===== config.mk =====
export PLATFORM = sky130hd
export DESIGN_NAME = rdpt_timer
export DESIGN_NICKNAME = d
export VERILOG_FILES = /design/src/rtl/rdpt_pkg.sv /design/src/rtl/rdpt_div_if.sv /design/src/rtl/rdpt_divider.sv /design/src/rtl/rdpt_timer.sv
export VERILOG_INCLUDE_DIRS = /design/src /design/src/rtl
export SDC_FILE = /design/constraint.sdc
export NUM_CORES = 1
export LEC_CHECK = 0
export ABC_CLOCK_PERIOD_IN_PS = 8500
export BUFFER_PORTS_ARGS = -buffer_cell sky130_fd_sc_hd__buf_2
export CAP_MARGIN = 40
export CORE_ASPECT_RATIO = 1.1
export CORE_MARGIN = 4
export CORE_UTILIZATION = 25
export CTS_CLUSTER_SIZE = 24
export DETAILED_ROUTE_END_ITERATION = 8
export SETUP_SLACK_MARGIN = 0.4
export SLEW_MARGIN = 15
export SYNTH_ARGS = -nofsm -noshare
export SYNTH_HDL_FRONTEND = slang
export SYNTH_SLANG_ARGS = --single-unit

===== constraint.sdc =====
create_clock -name clk -period 8.5 [get_ports clk]
set_input_delay 0 -clock clk [delete_from_list [all_inputs] [get_ports clk]]
set_output_delay 0 -clock clk [all_outputs]
set_load 0.01 [all_outputs]

===== src/rtl/rdpt_cfg.svh =====
// timing and width constants for the delay pulse timer
`ifndef RDPT_CFG_SVH
`define RDPT_CFG_SVH

`define RDPT_CLK_MHZ        50
`define RDPT_MAX_STAGES     24
`define RDPT_STAGE_W        5
`define RDPT_CNT_W          26
`define RDPT_MIN_PULSE_NS   100
`define RDPT_MIN_PULSE_CYC  ((`RDPT_MIN_PULSE_NS * `RDPT_CLK_MHZ + 999) / 1000)
`define RDPT_MIN_CNT_W      4

`endif


===== src/rtl/rdpt_pkg.sv =====
// types shared by the delay pulse timer files
package rdpt_pkg;

  typedef enum logic [1:0] {
    RDPT_IDLE = 2'h1,
    RDPT_RUN  = 2'h2
  } rdpt_state_t;

endpackage : rdpt_pkg


===== src/rtl/rdpt_div_if.sv =====
// carrier between the timer control and its edge divider
`timescale 1ns/1ps
`default_nettype none
`include "rdpt_cfg.svh"

interface rdpt_div_if;
  logic                      clear;   // restart the count
  logic                      half_edge; // one clock edge of the time base seen
  logic [`RDPT_STAGE_W-1:0]  stages;  // effective stage count 1..24
  logic                      reached; // division count complete

  modport ctrl (output clear, output half_edge, output stages, input reached);
  modport div  (input clear, input half_edge, input stages, output reached);
endinterface : rdpt_div_if

`default_nettype wire


===== src/rtl/rdpt_divider.sv =====
// binary divider counting half periods of the time base
`timescale 1ns/1ps
`default_nettype none
`include "rdpt_cfg.svh"

module rdpt_divider (
  // clock and reset
  input  wire logic clk,
  input  wire logic rst_any,
  // control side
  rdpt_div_if.div   dv
);

  typedef struct packed {
    logic [`RDPT_CNT_W-1:0] cnt;
  } rdpt_div_st_t;

  rdpt_div_st_t st_q;
  rdpt_div_st_t st_d;

  // target is 2 to the power stages+1 half periods
  function automatic logic [`RDPT_CNT_W-1:0] half_target(
    input logic [`RDPT_STAGE_W-1:0] n);
    logic [`RDPT_CNT_W-1:0] one;
    one = `RDPT_CNT_W'(1);
    return one << (n + `RDPT_STAGE_W'(1));
  endfunction : half_target

  // next count, saturating at the target
  always_comb begin
    st_d = st_q;
    if (dv.clear) begin
      st_d.cnt = '0;
    end else if (dv.half_edge && st_q.cnt != half_target(dv.stages)) begin
      st_d.cnt = st_q.cnt + `RDPT_CNT_W'(1);
    end
  end

  // count register, cleared by reset or master clear
  always_ff @(posedge clk or posedge rst_any) begin
    if (rst_any) begin
      st_q <= '0;
    end else begin
      st_q <= st_d;
    end
  end

  // complete once the next half edge, rising or falling, would be the 2^(n+1)-th or later
  assign dv.reached = (st_q.cnt + `RDPT_CNT_W'(1)) >= half_target(dv.stages);

endmodule : rdpt_divider

`default_nettype wire


===== src/rtl/rdpt_timer.sv =====
// retriggerable delay pulse timer, top level
`timescale 1ns/1ps
`default_nettype none
`include "rdpt_cfg.svh"

// Notes on behaviour
// - a valid trigger raises the pulse on the next rising edge of clk, not at once.
// - trigger phase may lengthen or shorten the pulse by up to half a clock.
// - except on master clear or reset, the pulse always ends on a falling edge of the time base.
// - a retrigger extends the pulse only after a time-base edge has been seen.
// - too fast a time base loses falling-edge sync and undercounts.
// - up to 24 binary stages, nominal division two to the stage count.
// - the rising edge comes from the trigger, the falling from the clock.
// - the shortest output pulse is 100 ns.
module rdpt_timer (
  // clock and reset
  input  wire logic                     clk,
  input  wire logic                     rst,
  // trigger side
  input  wire logic                     trig_pos,
  input  wire logic                     trig_n,
  input  wire logic                     master_clear,
  input  wire logic                     retrig_en,
  // time base side
  input  wire logic                     osc_clock_in,
  input  wire logic                     osc_keep_running,
  input  wire logic [`RDPT_STAGE_W-1:0] stage_sel,
  output var  logic                     osc_enable_q,
  // pulse outputs
  output var  logic                     pulse_q,
  output var  logic                     pulse_n_q
);

  typedef struct packed {
    rdpt_pkg::rdpt_state_t           state;
    logic                            osc_prev;
    logic                            trig_pos_prev;
    logic                            trig_n_prev;
    logic                            edge_seen;
    logic [`RDPT_MIN_CNT_W-1:0]      min_cnt;
    logic                            pulse;
    logic                            pulse_n;
    logic                            osc_en;
  } rdpt_st_t;

  rdpt_st_t    st_q;
  rdpt_st_t    st_d;
  logic        rst_any;
  logic        trig_evt;
  logic        osc_fall;
  logic        osc_edge;
  logic        min_done;
  rdpt_div_if  dv ();

  //////////////////////////////////////////////////////////////////////////
  // event detection

  // master clear joins the reset tree so it acts without the clock
  assign rst_any  = rst | master_clear;
  assign trig_evt = (trig_pos & ~st_q.trig_pos_prev)
                  | (~trig_n & st_q.trig_n_prev);
  assign osc_fall = st_q.osc_prev & ~osc_clock_in;
  assign osc_edge = st_q.osc_prev ^ osc_clock_in;
  assign min_done = st_q.min_cnt >= `RDPT_MIN_CNT_W'(`RDPT_MIN_PULSE_CYC - 1);

  //////////////////////////////////////////////////////////////////////////
  // divider

  // zero stages is taken as one, above the maximum as the maximum
  always_comb begin
    if (stage_sel == '0) begin
      dv.stages = `RDPT_STAGE_W'(1);
    end else if (stage_sel > `RDPT_STAGE_W'(`RDPT_MAX_STAGES)) begin
      dv.stages = `RDPT_STAGE_W'(`RDPT_MAX_STAGES);
    end else begin
      dv.stages = stage_sel;
    end
  end

  // half periods counted from the trigger set the phase error
  assign dv.half_edge = osc_edge & (st_q.state == rdpt_pkg::RDPT_RUN);
  assign dv.clear     = trig_evt & ((st_q.state == rdpt_pkg::RDPT_IDLE)
                      | (retrig_en & st_q.edge_seen));

  rdpt_divider u_div (
    .clk     (clk),
    .rst_any (rst_any),
    .dv      (dv)
  );

  //////////////////////////////////////////////////////////////////////////
  // pulse control

  // next state of the pulse machine
  always_comb begin
    st_d               = st_q;
    st_d.osc_prev      = osc_clock_in;
    st_d.trig_pos_prev = trig_pos;
    st_d.trig_n_prev   = trig_n;
    unique case (st_q.state)
      rdpt_pkg::RDPT_IDLE: begin
        if (trig_evt) begin
          st_d.state     = rdpt_pkg::RDPT_RUN;
          st_d.pulse     = 1'b1;
          st_d.pulse_n   = 1'b0;
          st_d.edge_seen = 1'b0;
          st_d.min_cnt   = '0;
        end
      end
      rdpt_pkg::RDPT_RUN: begin
        if (!min_done) begin
          st_d.min_cnt = st_q.min_cnt + `RDPT_MIN_CNT_W'(1);
        end
        if (osc_edge) begin
          st_d.edge_seen = 1'b1;
        end
        if (dv.clear) begin
          st_d.edge_seen = 1'b0;
        end else if (osc_fall && dv.reached && min_done) begin
          // edges of a time base faster than clk are missed, so sync is lost
          st_d.state   = rdpt_pkg::RDPT_IDLE;
          st_d.pulse   = 1'b0;
          st_d.pulse_n = 1'b1;
        end
      end
      default: begin
        st_d.state   = rdpt_pkg::RDPT_IDLE;
        st_d.pulse   = 1'b0;
        st_d.pulse_n = 1'b1;
      end
    endcase
    // the time base runs while timing or when held on by the host
    st_d.osc_en = osc_keep_running | (st_d.state == rdpt_pkg::RDPT_RUN);
  end

  // state register
  always_ff @(posedge clk or posedge rst_any) begin
    if (rst_any) begin
      st_q.state         <= rdpt_pkg::RDPT_IDLE;
      st_q.osc_prev      <= 1'b0;
      st_q.trig_pos_prev <= 1'b1; // no false start out of reset
      st_q.trig_n_prev   <= 1'b0;
      st_q.edge_seen     <= 1'b0;
      st_q.min_cnt       <= '0;
      st_q.pulse         <= 1'b0;
      st_q.pulse_n       <= 1'b1;
      st_q.osc_en        <= 1'b0;
    end else begin
      st_q <= st_d;
    end
  end

  // outputs straight from the state flops
  assign pulse_q      = st_q.pulse;
  assign pulse_n_q    = st_q.pulse_n;
  assign osc_enable_q = st_q.osc_en;

endmodule : rdpt_timer

`default_nettype wire


Word level (Yosys, flattened, before mapping)
Cells that the tools add are included.
{"block": "word_totals", "reg_bits": 39, "inputBits": 13, "output_inout_bits": 3, "wordCells": 65}
{"block": "classes", "addsub": 3, "magnitude_cmp": 3, "n_eq_ne": 9, "n_shift": 1, "mux": 16, "bitwise": 14, "reduce_logical": 9}
{"operator": "$mux W26", "n": 2}
{"operator": "$add A26 B1 Y26 const B", "n": 1}
{"operator": "$ge A26 B26 Y1", "n": 1}
{"operator": "$ne A26 B26 Y1", "n": 1}
{"operator": "$shl A1 B5 Y26 const A", "n": 1}
{"operator": "$mux W2", "n": 5}
{"operator": "$mux W5", "n": 2}
{"operator": "$pmux W5 S2", "n": 1}
{"operator": "$reduce_and A3 Y1", "n": 3}
{"operator": "$pmux W2 S2", "n": 2}
{"operator": "$mux W7", "n": 1}
{"operator": "$and A1 B1 Y1", "n": 6}
{"operator": "$ne A2 B2 Y1 const B", "n": 3}
{"operator": "$add A5 B1 Y5 const B", "n": 1}
{"operator": "$gt A5 B5 Y1 const B", "n": 1}
{"operator": "$logic_not A5 Y1", "n": 1}
{"operator": "$add A4 B1 Y4 const B", "n": 1}
{"operator": "$eq A2 B2 Y1 const B", "n": 2}
{"operator": "$ge A4 B3 Y1 const B", "n": 1}
{"operator": "$mux W4", "n": 1}
{"operator": "$or A1 B1 Y1", "n": 4}
{"operator": "$reduce_bool A2 Y1", "n": 2}
{"operator": "$logic_and A1 B1 Y1", "n": 3}
{"operator": "$ne A3 B3 Y1 const B", "n": 1}
{"operator": "5 further kinds", "n": 8}

Logic depth before layout (Yosys ltp)
Gate-level depths: netlist of the first run.
{"block": "depth", "ltp_word": 13, "depth_mapped": 15, "depth_no_buf": 15}

Hierarchy
Synthesis of the first run repeated with hierarchy kept, for this count alone.
{"block": "hier_totals", "cells_unflattened": 475, "hier_area_um2": 3883.7}
{"mod": "rdpt_divider", "n_inst": 1, "cells_per_inst": 391, "area_per_inst_um2": 3114.2, "seq_area_each_um2": 650.6}
{"mod": "rdpt_timer", "n_inst": 1, "cells_per_inst": 84, "area_per_inst_um2": 769.5, "seq_area_each_um2": 329.1}

Worst setup path before layout of the first run
OpenSTA, ideal clock, no wires.
{"block": "synth_timing", "kind": "register -> register", "start": "reg u_div.st_q[0] (netlist bit)", "end": "reg st_q (netlist bit pulse_q)", "setup_time_ps": 127, "arrival_time_ps": 3602, "required_ps": 8373, "path_slack_ps": 4772, "stages_incl_launch_ff": 15, "synth_period_minus_slack_ps": 3728, "path_cell_list": "dfrtp_1 ha_1 nand3_2 nor3_4 nand3_4 or3_4 or2_2 xnor2_1 ha_1 o21a_1 o2111ai_1 nand2_1 o31ai_1 a21oi_1 o2bb2a_1"}
{"block": "synth_between", "elab_chain_len": 6}
{"item": "start: declaration", "line_no": "rdpt_divider.sv:18", "source": "rdpt_div_st_t st_q;"}
{"item": "start signal: assignment", "line_no": "rdpt_divider.sv:44", "source": "st_q <= st_d;"}
{"item": "$add A26 B1 Y26", "line_no": "rdpt_divider.sv:49", "source": "assign dv.reached = (st_q.cnt + `RDPT_CNT_W'(1)) >= half_target(dv.stages);"}
{"item": "$ge A26 B26 Y1", "line_no": "rdpt_divider.sv:49"}
{"item": "$logic_and A1 B1 Y1 (2 in a row)", "line_no": "rdpt_timer.sv:119", "source": "end else if (osc_fall && dv.reached && min_done) begin"}
{"item": "$ne A2 B1 Y1 (no source line)"}
{"item": "$reduce_and A3 Y1 (no source line)"}
{"item": "end signal: assignment", "line_no": "rdpt_timer.sv:149", "source": "st_q <= st_d;"}
{"item": "end: declaration", "line_no": "rdpt_timer.sv:46", "source": "rdpt_st_t st_q;"}
Every way passes these cells.
A chain may end at the register's enable or synchronous reset.

Worst setup path in the final report of the first run
Ends and elaborated chain as after synthesis.

==> results_dict.tcl, run 1 <==
set metrics [dict create \
    cp_max_fo 6 \
    synthMuxAreaShare_pct 1.11 \
    use_met2_pct 19.7 \
    rsz0062_at_grt "no" \
    path_cells "ha_1 -> nand3_2 -> nor3_4 -> nand3_4 -> or3_4 -> or2_2 -> xnor2_1 -> ha_1 -> o21a_1 -> o2111ai_1 -> nand2_1 -> o31ai_1 -> a21oi_1 -> o2bb2a_1" \
    syn_area_per_cell_um2 8.37 \
    die_w_um 124 \
    ys_warn_count 0 \
    arrival_ps 4330 \
    ys_async_sr_fraction_pct 100 \
    synth_compound_area_share_pct 19.5 \
    slowest_stage "o31ai_1" \
    dr.pass1.iters 4 \
    grtUsageMet3_pct 1.59 \
    wl_per_cell_um 15.4 \
    grtUsageTotal_pct 12.3 \
    synth_nets 487 \
    status "completed" \
    cts_buffers 5 \
    grt_pass1_vias 3337 \
    max-cap-violations 0 \
    diodes 0 \
    synth-edff-count 0 \
    rows 46 \
    fp.dieArea_um2 16800 \
    cts_hold_buf 6 \
    cts_buffer_depth 2 \
    slew_viol_final 0 \
    die_y_um 136 \
    hold_path.class "in -> reg" \
    viasPerCell 5.25 \
    start_util_pct 25.6 \
    cp.required_ps 8660 \
    use_met1_pct 17.4 \
    grt_max_degree 40 \
    finClkSkew_ps 8.06 \
    setup_viol 0 \
    synth_common_cells "38 x nand2_1, 37 x a21oi_1, 36 x dfrtp_1" \
    drtIter0Drc 279 \
    drt_wl_total_um 9800 \
    synthAdderAreaFrac_pct 10.5 \
    core-area_um2 14500 \
    peakVddDrop_mv 0.140 \
    yosysTopAreaCell "dfrtp_1" \
    finalNetCount 486 \
    relSlewSlack_pct 52.1 \
    fin_crit_ps 4160 \
    ys_ff_latch 39 \
    post_cts_buffers 0 \
    cts-resized-gates 0 \
    top_usage_layer "met2" \
    route.detailed.drc 0 \
    grt_pass1_wl_um 16800 \
    io_pins 16 \
    path_class "reg -> reg" \
    worstSetupEndpointType "flop" \
    ant_nets 0 \
    htreeDepth 2 \
    synth.most_common_cell "nand2_1" \
    cp-start-kind "flop" \
    period_share_pct 49.0 \
    setup_tns_ps 0 \
    synth.area.top_cells "dfrtp_1 24%, ha_1 10%, xnor2_1 5.2%" \
    hold_viol 0 \
    synth_simple_gate_area_share_pct 29.2 \
    clock_latency_ps 280 \
    hpwl_um 7080 \
    synthDominantCellAreaShare_pct 24.3 \
    crit_top_cell "ha_1" \
    fmax_mhz 240 \
    gp_congestion 0.901 \
    synthDistinctLibCells 70 \
    cts_root_buffer "clkbuf_16" \
    max_slew.worst_pin.slew_ps 716 \
    vias 3336 \
    cpPeakStageDelay_ps 490 \
    cts_tree "yes" \
    clkTransAtPathRegs_ps 60 \
    path_delay_family "simple AND/OR/NAND/NOR gates" \
    synth_top_family_by_area "simple AND/OR/NAND/NOR gates" \
    synthXorXnorAreaFrac_pct 6.85 \
    port_buffers 15 \
    antenna_found_initial 0 \
    post-route-util_pct 28.5 \
    p_leak_nw 1.65 \
    yosysSeqAreaShare_pct 26.4 \
    synth_area_um2 3710 \
    syn2layout_area_growth_pct 11.5 \
    critPathBufInv 0 \
    grt_overflow_total 0 \
    p_per_area_nw_per_um2 162 \
    synthesis.instances 443 \
    drive_gt1_share_pct 11.1 \
    clock-sinks 39 \
    ys.flop_type "dfrtp_1" \
]
## per-stage QoR
stage                     std cells  power, mW  instance area, µm²  setup slack (ps)  hold slack, ps
after floorplan                 443      0.367                3710              4770            4.48
after global placement          621      0.419                3890              4480             117
after detailed placement        621      0.423                3890              4350             118
after CTS                       635      0.676                4140              4330            75.1
after global routing            635      0.714                4140              3960             134
final                           635      0.670                4140              4340            78.3
## flip-flops by register name, indices dropped and copies added, names as in the netlist
name / flops
osc_enable_q: 1
pulse_n_q: 1
pulse_q: 1
st_q: 10
u_div.st_q: 26
## final timing paths
check / cells past startpoint / to / from / slack (ps)
worst max-delay path: 14 / pulse_q / u_div.st_q[0] / 4340
worst min-delay path: 4 / st_q[7] / retrig_en / 80
worst max register to register: 14 / pulse_q / u_div.st_q[0] / 4340
worst min register to register: 2 / pulse_n_q / pulse_n_q / 460
max in group asynchronous: 5 / pulse_n_q / rst / 7140
min in group asynchronous: 4 / u_div.st_q[4] / master_clear / 450
## power by group
group | leakage, nW | internal, mW | total (mW) | switching, mW
registers | 0.518 | 0.209 | 0.228 | 0.0188
clock network | 0.0911 | 0.168 | 0.246 | 0.0779
logic | 1.04 | 0.0731 | 0.196 | 0.123
## layer usage
layer  share of wire (%)  up-vias
li1                    -     1631
met1                  47     1615
met2                  47       76
met3                 4.9       14
met4                 1.9        0
met5                   0        -
## worst register-to-register path, cell delays in order, from the launching register on
cell	delay, ps
dfrtp_1	430
ha_1	260
nand3_2	180
nor3_4	350
nand3_4	150
or3_4	420
or2_2	330
xnor2_1	130
ha_1	320
o21a_1	180
o2111ai_1	210
nand2_1	80
o31ai_1	490
a21oi_1	210
o2bb2a_1	330
## placed cells by master, fill, tap and decap left out, drive strengths merged, types with 3 or more instances in the layout
| master | instances |
|---|---|
| nand3 | 22 |
| nor3b | 5 |
| o31ai | 4 |
| a211oi | 7 |
| nor4b | 5 |
| clkbuf | 6 |
| buf | 18 |
| dlygate4sd3 | 6 |
| xnor2 | 22 |
| nand4b | 4 |
| mux2i | 3 |
| ha | 31 |
| inv | 17 |
| xor2 | 7 |
| or3 | 24 |
| o21ai | 30 |
| o21a | 3 |
| or2 | 4 |
| o311ai | 7 |
| nand4 | 16 |
| dfstp | 3 |
| and2 | 4 |
| nor4 | 3 |
| nand2b | 5 |
| and4b | 4 |
| a21oi | 37 |
| and3 | 4 |
| nor2 | 21 |
| dfrtp | 36 |
| nor2b | 5 |
| nand2 | 39 |
## cell type report
type / count / area, µm²
timing repair buffer: 24 / 158
clock buffer: 6 / 129
sequential: 39 / 980
inverter: 17 / 63.8
multi-input combinational: 355 / 2500
tap: 192 / 240
fill: 1561 / 10400
clock inverter: 2 / 60.1
## logic make-up after synthesis
logic type,count (synthesis)
buffers and inverters,49
multiplexers,4
AO/OA/AOI/OAI,112
AND/OR/NAND/NOR,177
adder cells (fa/ha/maj),31
XOR/XNOR,29
flip-flops,39
other,2
Note: power is estimated with default switching activity, not from simulation.
==> run 2, diff against run 1 <==
Settings changed: ABC_CLOCK_PERIOD_IN_PS 8500 to 4150.
Clock period 8.5 ns to 4.15 ns, I/O delays scaled along.
==> run 2 against run 1 <==
  * Fmax up 15%
  * Sequential share of layout area down 0.68 points
  * Sequential cell count unchanged
  * Total power up 110%
  * Worst setup slack worse by 3800 ps
  * Global-route usage down 0.13 points
  * Non-clock buffer count up 13
  * Count of clock-buffer cells in the layout unchanged
  * Sequential power up 110%
  * Critical path depth up 1
  * Die area unchanged
  * Largest power group is now registers
  * Highest routed layer unchanged
==> results_dict.tcl, run 2 (same netlist as run 1, synthesis figures left out) <==
set metrics [dict create \
    drt_wl_total_um 9770 \
    clkTransAtPathRegs_ps 60 \
    hold_depth 4 \
    arrival_ps 3790 \
    regMostFlops "u_div.st_q" \
    clock_latency_ps 290 \
    cts_root_buffer "clkbuf_16" \
    hold_viol 0 \
    hold_path.class "in -> reg" \
    cp-start-kind "flop" \
    hp-start "retrig_en" \
    die_y_um 136 \
    fin_crit_ps 3630 \
    fp.dieArea_um2 16800 \
    fmax_mhz 276 \
    finalNetCount 499 \
    grt_overflow_total 0 \
    cts_buffer_depth 2 \
    status "completed" \
    finClkSkew_ps 9.96 \
    cts_tree "yes" \
    peakVddDrop_mv 0.225 \
    layout_commonest_cell "nand2_1" \
    syn2layout_area_growth_pct 16.0 \
    whs_endpoint "st_q[7]" \
    rsz0062_at_grt "yes" \
    diodes 0 \
    cp.required_ps 4310 \
    period_share_pct 87.5 \
    htreeDepth 2 \
    setup_viol 0 \
    route.detailed.drc 0 \
    p_per_area_nw_per_um2 320 \
    startpoint "u_div.st_q[1]" \
    grt_pass1_wl_um 16600 \
    die_w_um 124 \
    max-cap-violations 0 \
    drive_gt1_share_pct 16.9 \
    core-area_um2 14500 \
    clock-sinks 39 \
    antenna_found_initial 0 \
    grt_max_degree 40 \
    relSlewSlack_pct 51.4 \
    rows 46 \
    gp_congestion 0.892 \
    final_cell_mix "38 x nand2_1, 36 x a21oi_1, 30 x ha_1" \
    fin_area_um2 4300 \
    ant_nets 0 \
    largest_reg_flops 26 \
    reg2reg_from "u_div.st_q[1]" \
    reg.largest.list "u_div.st_q (26), st_q (10)" \
    grt_pass1_vias 3353 \
    max_slew.worst_pin.slew_ps 729 \
    io_pins 16 \
    wl_per_cell_um 15.1 \
    port_buffers 15 \
    r2r_cells 15 \
    r2r_slack_ps 520 \
    worstSetupEndpointType "flop" \
    p_leak_nw 1.70 \
    hpwl_um 6940 \
    drtIter0Drc 205 \
    grtUsageTotal_pct 12.2 \
    dr.pass1.iters 4 \
    setup_tns_ps 0 \
    path_class "reg -> reg" \
    vias 3389 \
    start_util_pct 25.6 \
    cp_max_fo 6 \
    worst_r2r_endpoint "osc_enable_q" \
    slew_viol_final 0 \
    cts_buffers 5 \
    post_dp_cell_area_um2 3920 \
    viasPerCell 5.23 \
]
-- run 2: how the worst max path moves through the flow --
stage / end / slack, ps / cells past startpoint
2_1_floorplan: pulse_q / 420 / 14
3_3_place_gp: pulse_q / 260 / 14
3_5_place_dp: pulse_q / 130 / 14
4_1_cts: pulse_q / 410 / 14
5_1_grt: osc_enable_q / 370 / 15
6_report: osc_enable_q / 520 / 15
-- run 2: timing repair --
| item | 4_1_cts | 5_1_grt |
|---|---|---|
| setup buffers | 3 | 7 |
| resized for setup | 9 | 9 |
| pin swaps | 1 | 11 |
| setup endpoints to repair | 7 | 7 |
| hold endpoints to repair | 40 | 0 |
| hold buffers | 6 | 0 |
-- run 2: where the power goes --
| group | switching (mW) | total (mW) | internal, mW |
|---|---|---|---|
| clock | 0.168 | 0.467 | 0.300 |
| sequential | 0.0388 | 0.468 | 0.429 |
| combinational | 0.269 | 0.442 | 0.173 |
| total | 0.476 | 1.38 | 0.901 |
-- run 2: cell type report --
| type | instances | area, µm² |
|---|---|---|
| repair buffers | 37 | 268 |
| well taps | 192 | 240 |
| clock buffers | 6 | 139 |
| fillers | 1552 | 10200 |
| clock inverters | 2 | 35.0 |
| flip-flops and latches | 39 | 990 |
| multi-input cells | 355 | 2570 |
| inverters | 17 | 63.8 |
-- run 2: per-stage QoR --
| step | cells | worst slack, ps | power (mW) | hold slack [ps] | utilization, % |
|---|---|---|---|---|---|
| after floorplan | 443 | 422 | 0.751 | 4.48 | - |
| after global placement | 624 | 263 | 0.849 | 118 | 27.0 |
| after detailed placement | 624 | 125 | 0.864 | 122 | 27.0 |
| after CTS | 641 | 408 | 1.35 | 65.2 | 29.0 |
| after global routing | 648 | 366 | 1.46 | 111 | 29.7 |
| final | 648 | 520 | 1.38 | 69.3 | 29.7 |
-- run 2: layer usage --
layer | GRT usage [%] | routed length (µm) | vias to the layer above
li1 | - | - | 1665
met2 | 20.2 | 4710 | 77
met4 | 3.23 | 129 | 0
met3 | 1.96 | 418 | 12
met1 | 16.4 | 4520 | 1635
met5 | 0 | 0 | -
-- run 2: critical path, cell delays in order (launching register included) --
cell and delay [ps]:
dfrtp_1 400, ha_4 180, nand3_4 110, nor3_4 260, nand3_4 120, or3_4 370, or3_4 410, xnor2_1 150
ha_1 310, nand4_1 100, o21a_1 190, a211oi_2 250, o31ai_4 130, buf_4 180, o211ai_1 250, o21bai_1 90
